--- config.mk ---
export PLATFORM = sky130hd
export DESIGN_NAME = sfs_dev_end_flat
export DESIGN_NICKNAME = d
export VERILOG_FILES = /design/src/hw/sfs_pkg.sv /design/src/hw/sfs_link_if.sv /design/src/hw/sfs_dev_end.sv /design/src/flat_wrapper.sv
export VERILOG_INCLUDE_DIRS = /design/src /design/src/hw
export SDC_FILE = /design/constraint.sdc
export NUM_CORES = 1
export LEC_CHECK = 0
export ABC_AREA = 1
export BUFFER_PORTS_ARGS = -buffer_cell sky130_fd_sc_hd__buf_2
export CAP_MARGIN = 20
export CORE_MARGIN = 2
export CORE_UTILIZATION = 51
export DETAILED_ROUTE_END_ITERATION = 8
export HOLD_SLACK_MARGIN = 0.15
export PLACE_DENSITY = 0.76
export SLEW_MARGIN = 20
export SYNTH_ARGS = -nofsm -noshare
export SYNTH_HDL_FRONTEND = slang
export SYNTH_SLANG_ARGS = --single-unit
--- constraint.sdc ---
create_clock -name clk -period 1.45 [get_ports clk]
set_input_delay 0.0725 -clock clk [delete_from_list [all_inputs] [get_ports clk]]
set_output_delay 0.0725 -clock clk [all_outputs]
set_load 0.005 [all_outputs]
--- src/hw/sfs_defines.svh ---
// constants for the serial flash link: both ends and the shared package
// assumes inclusion by bare name from the package and both ends
//
// Behaviour
// - device shifts output bits on clock falls
// - device samples input bits on clock rises
// - command, address, data all enter on input line
// - deselected device floats its output line
// - deselected and idle means standby power
// - select low means active power
// - nothing accepted before first select fall
// - pause suspends transfer, select stays low
// - paused device floats output, ignores clock, data
// - pause only starts while selected
// - protect pin freezes block protect bits
// - page program takes one to 256 bytes
// - address splits into sector, page, byte
// - bulk erase and sector erase requests
// - clock idle low or high, same edges
`ifndef SFS_DEFINES_SVH
`define SFS_DEFINES_SVH

// ----------------------------------------------------------------
// timing
// ----------------------------------------------------------------
`define SFS_CLK_NS 50
`define SFS_SCK_HALF_NS 400
`define SFS_HALF_CYC ((`SFS_SCK_HALF_NS + `SFS_CLK_NS - 1) / `SFS_CLK_NS)

// ----------------------------------------------------------------
// array shape and framing
// ----------------------------------------------------------------
`define SFS_SECTORS 8
`define SFS_PAGES_PER_SECTOR 256
`define SFS_PAGE_BYTES 256
`define SFS_ADDR_BITS 24
`define SFS_BIT_LAST 3'h7
`define SFS_BIT_FIRST 3'h0
`define SFS_IDX_CMD 3'h0
`define SFS_IDX_BULK 3'h1
`define SFS_IDX_DATA 3'h4
`define SFS_IDX_MAX 3'h5
`define SFS_CNT_MIN 9'h001
`define SFS_CNT_MAX 9'h100
`define SFS_BYTE_IDLE 8'hff
`define SFS_BP_RST 3'h0

// ----------------------------------------------------------------
// pin sample vector: {wp_n, hold_n, cs_n, mosi, sck}
// ----------------------------------------------------------------
`define SFS_IN_SCK 0
`define SFS_IN_MOSI 1
`define SFS_IN_CS 2
`define SFS_IN_HOLD 3
`define SFS_IN_WP 4
`define SFS_SYNC_RST 5'h18

`endif

--- src/hw/sfs_pkg.sv ---
// shared types for the serial flash link
// assumes the defines header is on the include path
package sfs_pkg;
`include "sfs_defines.svh"

	typedef logic [7:0] sfs_byte_t;

	// flash address: sector, page in sector, byte in page
	typedef struct packed
	{
		logic [$clog2(`SFS_SECTORS)-1:0] sector;
		logic [$clog2(`SFS_PAGES_PER_SECTOR)-1:0] page;
		logic [$clog2(`SFS_PAGE_BYTES)-1:0] column;
	} sfs_addr_t;

	// host sequencer states
	typedef enum logic [2:0] {hs_idle, hs_lead, hs_low, hs_high, hs_gap, hs_tail} sfs_hst_t;

endpackage

--- src/hw/sfs_link_if.sv ---
// link wires between host end and device end
// assumes an idle-high pull on the shared output line
`timescale 1ns/100ps
`default_nettype none

interface sfs_link_if;
	logic sck;
	logic mosi;
	logic cs_n;
	logic hold_n;
	logic wp_n;
	logic miso_o;
	logic miso_oe;
	logic miso;

	// resolved output line, pulled high when undriven
	assign miso = miso_oe ? miso_o : 1'b1;

	modport dev (input sck, input mosi, input cs_n, input hold_n, input wp_n,
		output miso_o, output miso_oe);
	modport host (output sck, output mosi, output cs_n, output hold_n, output wp_n,
		input miso);
endinterface

`default_nettype wire

--- src/hw/sfs_dev_end.sv ---
// device end of the serial flash link: pin sampling, byte framing,
// command decode into program and erase requests, power and protect state
// assumes all link pins come from outside clk and are oversampled
`timescale 1ns/100ps
`default_nettype none
`include "sfs_defines.svh"

module sfs_dev_end #(
	parameter logic [7:0] PAGE_PROGRAM_CMD = 8'h01,
	parameter logic [7:0] SECTOR_ERASE_CMD = 8'h02,
	parameter logic [7:0] WHOLE_ARRAY_ERASE_CMD = 8'h03
) (
	input wire logic clk,
	input wire logic nrst,
	sfs_link_if.dev link,
	output logic rx_valid,
	output sfs_pkg::sfs_byte_t rx_data,
	output logic rx_is_data,
	input wire logic tx_valid,
	input wire sfs_pkg::sfs_byte_t tx_data,
	output logic tx_ready,
	input wire logic busy,
	output logic active,
	output logic standby,
	output logic prog_req,
	output sfs_pkg::sfs_addr_t prog_addr,
	output logic [8:0] prog_count,
	output logic sect_erase_req,
	output sfs_pkg::sfs_addr_t erase_addr,
	output logic bulk_erase_req,
	input wire logic bp_wr_valid,
	input wire logic [2:0] bp_wr_data,
	output logic [2:0] block_protect,
	output logic bp_locked
);
	import sfs_pkg::*;

	logic [4:0] meta_q;
	logic [4:0] sync_q;
	logic sck_prev_q;
	logic cs_prev_q;
	logic armed_q;
	logic hold_q;
	logic started_q;
	logic [2:0] bit_cnt_q;
	logic [2:0] idx_q;
	sfs_byte_t shreg_q;
	sfs_byte_t cmd_q;
	logic [`SFS_ADDR_BITS-1:0] addr_q;
	logic [8:0] cnt_q;
	sfs_byte_t tx_sh_q;
	logic miso_q;
	logic oe_q;
	logic selected;
	logic live;
	logic cs_fall;
	logic cs_rise;
	logic sck_rise;
	logic sck_fall;
	logic load_evt;
	logic shift_evt;
	logic whole;
	sfs_byte_t in_byte;

	// cut a wide address into sector, page, byte
	function automatic sfs_addr_t split_addr(input logic [`SFS_ADDR_BITS-1:0] a);
		split_addr = a[$bits(sfs_addr_t)-1:0];
	endfunction

	// ----------------------------------------------------------------
	// pin sampling and edge finding
	// ----------------------------------------------------------------

	// two flops on every pin before any use
	always_ff @(posedge clk or negedge nrst)
	begin
		if (!nrst)
		begin
			meta_q <= `SFS_SYNC_RST;
			sync_q <= `SFS_SYNC_RST;
		end
		else
		begin
			meta_q <= {link.wp_n, link.hold_n, link.cs_n, link.mosi, link.sck};
			sync_q <= meta_q;
		end
	end

	// previous levels for edge detection
	always_ff @(posedge clk or negedge nrst)
	begin
		if (!nrst)
		begin
			sck_prev_q <= 1'b0;
			cs_prev_q <= 1'b0;
		end
		else
		begin
			sck_prev_q <= sync_q[`SFS_IN_SCK];
			cs_prev_q <= sync_q[`SFS_IN_CS];
		end
	end

	assign selected = ~sync_q[`SFS_IN_CS];
	assign cs_fall = selected & cs_prev_q;
	assign cs_rise = ~selected & ~cs_prev_q;
	// clock edges count only when selected, armed and not paused
	assign live = selected & armed_q & ~hold_q;
	assign sck_rise = live & sync_q[`SFS_IN_SCK] & ~sck_prev_q;
	assign sck_fall = live & ~sync_q[`SFS_IN_SCK] & sck_prev_q;
	assign in_byte = {shreg_q[6:0], sync_q[`SFS_IN_MOSI]};
	assign whole = (bit_cnt_q == `SFS_BIT_FIRST);

	// armed by the first select fall after reset
	always_ff @(posedge clk or negedge nrst)
	begin
		if (!nrst)
			armed_q <= 1'b0;
		else if (cs_fall)
			armed_q <= 1'b1;
	end

	// pause follows the pin only while selected
	always_ff @(posedge clk or negedge nrst)
	begin
		if (!nrst)
			hold_q <= 1'b0;
		else if (!selected)
			hold_q <= 1'b0;
		else
			hold_q <= ~sync_q[`SFS_IN_HOLD];
	end

	// ----------------------------------------------------------------
	// receive framing
	// ----------------------------------------------------------------

	// bit and byte position within the frame
	always_ff @(posedge clk or negedge nrst)
	begin
		if (!nrst)
		begin
			bit_cnt_q <= `SFS_BIT_FIRST;
			idx_q <= `SFS_IDX_CMD;
			started_q <= 1'b0;
			shreg_q <= '0;
		end
		else if (!selected || cs_fall)
		begin
			bit_cnt_q <= `SFS_BIT_FIRST;
			idx_q <= `SFS_IDX_CMD;
			started_q <= 1'b0;
		end
		else if (sck_rise)
		begin
			shreg_q <= in_byte;
			bit_cnt_q <= bit_cnt_q + 3'h1;
			started_q <= 1'b1;
			if (bit_cnt_q == `SFS_BIT_LAST && idx_q != `SFS_IDX_MAX)
				idx_q <= idx_q + 3'h1;
		end
	end

	// command, address and data byte capture
	always_ff @(posedge clk or negedge nrst)
	begin
		if (!nrst)
		begin
			cmd_q <= '0;
			addr_q <= '0;
			cnt_q <= '0;
			rx_valid <= 1'b0;
			rx_data <= '0;
			rx_is_data <= 1'b0;
		end
		else
		begin
			rx_valid <= 1'b0;
			if (cs_fall)
				cnt_q <= '0;
			if (sck_rise && bit_cnt_q == `SFS_BIT_LAST)
			begin
				rx_valid <= 1'b1;
				rx_data <= in_byte;
				rx_is_data <= (idx_q >= `SFS_IDX_DATA);
				if (idx_q == `SFS_IDX_CMD)
					cmd_q <= in_byte;
				else if (idx_q < `SFS_IDX_DATA)
					addr_q <= {addr_q[`SFS_ADDR_BITS-9:0], in_byte};
				else if (cmd_q == PAGE_PROGRAM_CMD && cnt_q != `SFS_CNT_MAX)
					cnt_q <= cnt_q + 9'h1;
			end
		end
	end

	// ----------------------------------------------------------------
	// requests at deselect, whole bytes only
	// ----------------------------------------------------------------
	always_ff @(posedge clk or negedge nrst)
	begin
		if (!nrst)
		begin
			prog_req <= 1'b0;
			prog_addr <= '0;
			prog_count <= '0;
			sect_erase_req <= 1'b0;
			erase_addr <= '0;
			bulk_erase_req <= 1'b0;
		end
		else
		begin
			prog_req <= 1'b0;
			sect_erase_req <= 1'b0;
			bulk_erase_req <= 1'b0;
			if (cs_rise && armed_q && whole)
			begin
				if (cmd_q == PAGE_PROGRAM_CMD && idx_q >= `SFS_IDX_DATA &&
					cnt_q >= `SFS_CNT_MIN)
				begin
					prog_req <= 1'b1;
					prog_addr <= split_addr(addr_q);
					prog_count <= cnt_q;
				end
				if (cmd_q == SECTOR_ERASE_CMD && idx_q == `SFS_IDX_DATA)
				begin
					sect_erase_req <= 1'b1;
					erase_addr <= split_addr(addr_q);
				end
				if (cmd_q == WHOLE_ARRAY_ERASE_CMD && idx_q == `SFS_IDX_BULK)
					bulk_erase_req <= 1'b1;
			end
		end
	end

	// ----------------------------------------------------------------
	// transmit path
	// ----------------------------------------------------------------

	// load at select and at each byte boundary fall
	assign load_evt = cs_fall | (sck_fall & started_q & whole);
	// the lone fall before the first rise is skipped
	assign shift_evt = sck_fall & started_q & ~whole;
	assign tx_ready = load_evt;

	// output shifter, msb first
	always_ff @(posedge clk or negedge nrst)
	begin
		if (!nrst)
			tx_sh_q <= `SFS_BYTE_IDLE;
		else if (load_evt)
			tx_sh_q <= tx_valid ? tx_data : `SFS_BYTE_IDLE;
		else if (shift_evt)
			tx_sh_q <= {tx_sh_q[6:0], 1'b1};
	end

	// output drive, floated when deselected or paused
	always_ff @(posedge clk or negedge nrst)
	begin
		if (!nrst)
		begin
			miso_q <= 1'b1;
			oe_q <= 1'b0;
		end
		else
		begin
			miso_q <= load_evt ? (tx_valid ? tx_data[7] : 1'b1) :
				(shift_evt ? tx_sh_q[6] : tx_sh_q[7]);
			oe_q <= selected & armed_q & ~hold_q;
		end
	end

	assign link.miso_o = miso_q;
	assign link.miso_oe = oe_q;

	// ----------------------------------------------------------------
	// power state and protect bits
	// ----------------------------------------------------------------
	always_ff @(posedge clk or negedge nrst)
	begin
		if (!nrst)
		begin
			active <= 1'b0;
			standby <= 1'b1;
			bp_locked <= 1'b0;
			block_protect <= `SFS_BP_RST;
		end
		else
		begin
			active <= selected | busy;
			standby <= ~selected & ~busy;
			bp_locked <= ~sync_q[`SFS_IN_WP];
			if (bp_wr_valid && sync_q[`SFS_IN_WP])
				block_protect <= bp_wr_data;
		end
	end
endmodule

`default_nettype wire

--- src/flat_wrapper.sv ---
// flat-port wrapper written by rule: the top's interface ports become plain ports
module sfs_dev_end_flat import sfs_pkg::*;
#(
	parameter logic [7:0] PAGE_PROGRAM_CMD = 8'h01,
	parameter logic [7:0] SECTOR_ERASE_CMD = 8'h02,
	parameter logic [7:0] WHOLE_ARRAY_ERASE_CMD = 8'h03
)
  (clk, nrst, rx_valid, rx_data, rx_is_data, tx_valid, tx_data, tx_ready, busy, active, standby, prog_req, prog_addr, prog_count, sect_erase_req, erase_addr, bulk_erase_req, bp_wr_valid, bp_wr_data, block_protect, bp_locked, link_sck, link_mosi, link_cs_n, link_hold_n, link_wp_n, link_miso_o, link_miso_oe);
  sfs_link_if link_i ();
  input wire logic clk;
  input wire logic nrst;
  output logic rx_valid;
  output sfs_pkg::sfs_byte_t rx_data;
  output logic rx_is_data;
  input wire logic tx_valid;
  input wire sfs_pkg::sfs_byte_t tx_data;
  output logic tx_ready;
  input wire logic busy;
  output logic active;
  output logic standby;
  output logic prog_req;
  output sfs_pkg::sfs_addr_t prog_addr;
  output logic [8:0] prog_count;
  output logic sect_erase_req;
  output sfs_pkg::sfs_addr_t erase_addr;
  output logic bulk_erase_req;
  input wire logic bp_wr_valid;
  input wire logic [2:0] bp_wr_data;
  output logic [2:0] block_protect;
  output logic bp_locked;
  input wire logic [$bits(link_i.sck)-1:0] link_sck;
  input wire logic [$bits(link_i.mosi)-1:0] link_mosi;
  input wire logic [$bits(link_i.cs_n)-1:0] link_cs_n;
  input wire logic [$bits(link_i.hold_n)-1:0] link_hold_n;
  input wire logic [$bits(link_i.wp_n)-1:0] link_wp_n;
  output wire logic [$bits(link_i.miso_o)-1:0] link_miso_o;
  output wire logic [$bits(link_i.miso_oe)-1:0] link_miso_oe;
  assign link_i.sck = link_sck;
  assign link_i.mosi = link_mosi;
  assign link_i.cs_n = link_cs_n;
  assign link_i.hold_n = link_hold_n;
  assign link_i.wp_n = link_wp_n;
  assign link_miso_o = link_i.miso_o;
  assign link_miso_oe = link_i.miso_oe;
  sfs_dev_end #(.PAGE_PROGRAM_CMD(PAGE_PROGRAM_CMD), .SECTOR_ERASE_CMD(SECTOR_ERASE_CMD), .WHOLE_ARRAY_ERASE_CMD(WHOLE_ARRAY_ERASE_CMD)) u_core (.clk(clk), .nrst(nrst), .link(link_i), .rx_valid(rx_valid), .rx_data(rx_data), .rx_is_data(rx_is_data), .tx_valid(tx_valid), .tx_data(tx_data), .tx_ready(tx_ready), .busy(busy), .active(active), .standby(standby), .prog_req(prog_req), .prog_addr(prog_addr), .prog_count(prog_count), .sect_erase_req(sect_erase_req), .erase_addr(erase_addr), .bulk_erase_req(bulk_erase_req), .bp_wr_valid(bp_wr_valid), .bp_wr_data(bp_wr_data), .block_protect(block_protect), .bp_locked(bp_locked));
endmodule
==> flow_summary.json <==
{
  "grt_max_degree": 57,
  "overflow": 0,
  "ys_ff_latch": 140,
  "skew_ns": 0.0129,
  "irDropWorstVdd_v": 0.000773,
  "tightest_slew_ns": 0.425,
  "critical_path_class": "reg2out",
  "first_pass_iters": 5,
  "final_nets": 771,
  "synth.cells.most_frequent": "nand2_1, dfrtp_1, o21ai_0, inv_1, nand3_1",
  "synth.area.top_cells": "dfrtp_1, nand2_1, dfstp_2",
  "setup_viol": 78,
  "post_drt_wl_per_cell_um": 15.7,
  "cts_max_level": 4,
  "seq_area_um2": 3520,
  "min_period_ns": 1.70,
  "multi_input_area_um2": 2040,
  "syn_inst": 567,
  "grt_usage_pct": 23.5,
  "first_global_vias": 4470,
  "clk_pin_slew_ns": 0.06,
  "drive_above_1_share_pct": 41.2,
  "slew_headroom_pct": 71.6,
  "core_um2": 10800,
  "critPathRequiredTime_ns": 1.38,
  "fin_area_um2": 8000,
  "num_vias": 4632,
  "root_buffer": "clkbuf_8",
  "min_path_type": "in2reg",
  "netlist.area_leader.share_pct": 55.5,
  "yosysSeqAreaShare_pct": 62.0,
  "grt_pass1_wl_um": 21300,
  "rows": 38,
  "yosysMostFrequentCell": "nand2_1",
  "cts_buffers": 17,
  "clk_latency_ns": 0.53,
  "max_freq_ghz": 0.589,
  "antenna_found_initial": 0,
  "fill_cells": 713,
  "drc": 0,
  "hold_violations": 0,
  "final-max-slew-violation-count": 0,
  "fin_crit_sh_pct": 117,
  "routed_wl_um": 14000,
  "routed_via_density": 5.18,
  "power_w": 0.00908,
  "avgSynthCellArea_um2": 10.0,
  "place_inst": 819,
  "drv_cap": 0,
  "ant_nets": 0,
  "synth.cell_area_um2": 5680,
  "synth_nets": 597,
  "violations": "negative setup slack",
  "worstPathArrival_ns": 1.63,
  "antenna_cells": 0,
  "cts_tree": "yes",
  "setup_slack_ns": -0.249,
  "clockBufferDepth": 2,
  "ys_types": 30,
  "path_max_fanout": 3,
  "dpl.hpwl_um": 7830,
  "start_kind": "flop",
  "p_leak_nw": 3.95,
  "synthFlopType": "dfrtp_1",
  "initial_core_util_pct": 52.4,
  "die_area_um2": 12000,
  "die_h_um": 110,
  "area_delta_synth_final_pct": 40.8,
  "drtIter0Drc": 345,
  "end_kind": "output port",
  "cts_sinks": 140,
  "fin_cells": 894,
  "ys_async_sr_fraction_pct": 100,
  "rsz0062_at_grt": "true",
  "synth_edf_count": 0,
  "power_density_nw_per_um2": 1140,
  "port_buffers": 89,
  "yosysTopAreaCell": "dfrtp_1",
  "io-pin-count": 90,
  "holdWs_ns": 0.186,
  "yosys_warnings": 0,
  "place_congestion": 0.861,
  "status": "finished, violations left",
  "place_area_um2": 6610,
  "die_w_um": 110
}
-- report_power, final --
part / switching [W] / internal [W]
combinational: 0.000329 / 0.000239
sequential: 0.0000724 / 0.00407
clock: 0.00161 / 0.00276
total: 0.00202 / 0.00707
-- through the flow --
step	TNS (ns)	util [%]	setup slack [ns]
2_1_floorplan	-0.903	-	-0.0445
3_3_place_gp	-3.36	61.0	-0.0931
3_5_place_dp	-5.63	61.0	-0.138
4_1_cts	-7.57	71.4	-0.227
5_1_grt	-18.70	73.8	-0.306
6_report	-12.40	73.8	-0.249
-- layer usage --
layer / up-vias / wire, um / GRT usage, % / part of all wire [%]
met3: 20 / 727 / 5.39 / 5.2
met4: 0 / 257 / 8.68 / 1.8
met5: - / 0 / 0 / 0
met1: 2288 / 5750 / 31.1 / 41
li1: 2172 / - / - / -
met2: 152 / 7300 / 38.2 / 52
-- final timing paths --
check | endpoint | slack [ns] | startpoint | cells after the start
max in group asynchronous | u_core.sect_erase_req | 0.21 | nrst | 4
max | tx_ready | -0.25 | u_core.sync_q[2] | 6
min | u_core.meta_q[2] | 0.19 | link_cs_n | 2
min reg2reg | u_core.sync_q[2] | 0.35 | u_core.meta_q[2] | 0
max reg2reg | u_core.erase_addr[7] | -0.22 | u_core.bit_cnt_q[0] | 8
min in group asynchronous | u_core.prog_req | 0.53 | nrst | 3
-- cells by family (layout without fill, tap and decap cells) --
logic type,after synthesis,count (layout),synth area share [%]
AOI/OAI and AO/OA,108,108,11.4
xor gates and xnor gates,6,6,0.925
adders and majority gates,9,9,1.98
buffers and inverters,86,272,6.83
DFF,140,140,62.0
muxes,3,3,0.595
and+or+nand+nor,215,216,16.3
-- what timing repair did --
item,CTS,global route
setup endpoints to repair,86,123
cloned,5,4
pin swaps,4,6
setup buffers,11,4
hold endpoints to repair,159,15
resized for setup,35,67
hold buffers,21,1
-- cells in the final DEF (no fill, tap or decap), types with 11 or more instances in the layout --
cell / count
o21ai_2: 35
inv_1: 53
nor2_1: 15
clkbuf_16: 19
buf_4: 42
nand2_2: 36
o21ai_1: 35
dlygate4sd3_1: 21
buf_2: 87
dfstp_2: 14
dfrtp_1: 126
inv_2: 11
o21ai_0: 37
nand3_1: 28
nand2_1: 106
-- worst max-delay path: stages (launching register included) --
cell and delay (ns):
dfrtp_1 0.39, inv_2 0.10, nand2_4 0.08, nor3_4 0.25, nand2_2 0.09, nand2_2 0.09, buf_6 0.11
-- sequential cells by signal (all words and copies together) (netlist names), 5 cells and up --
signal / flops
u_core.addr_q: 19
u_core.erase_addr: 19
u_core.prog_addr: 19
u_core.cnt_q: 9
u_core.prog_count: 9
u_core.cmd_q: 8
u_core.rx_data: 8
u_core.tx_sh_q: 8
u_core.shreg_q: 7
u_core.meta_q: 5
u_core.sync_q: 5
-- layout make-up --
class | count | area share (%)
Sequential cell | 140 | 44.0
Inverter | 66 | 3.19
Multi-Input combinational cell | 342 | 25.5
Timing Repair Buffer | 174 | 17.5
Clock inverter | 10 | 1.75
Clock buffer | 22 | 5.79
Tap cell | 140 | 2.19
(Power assumes the default switching activity.)
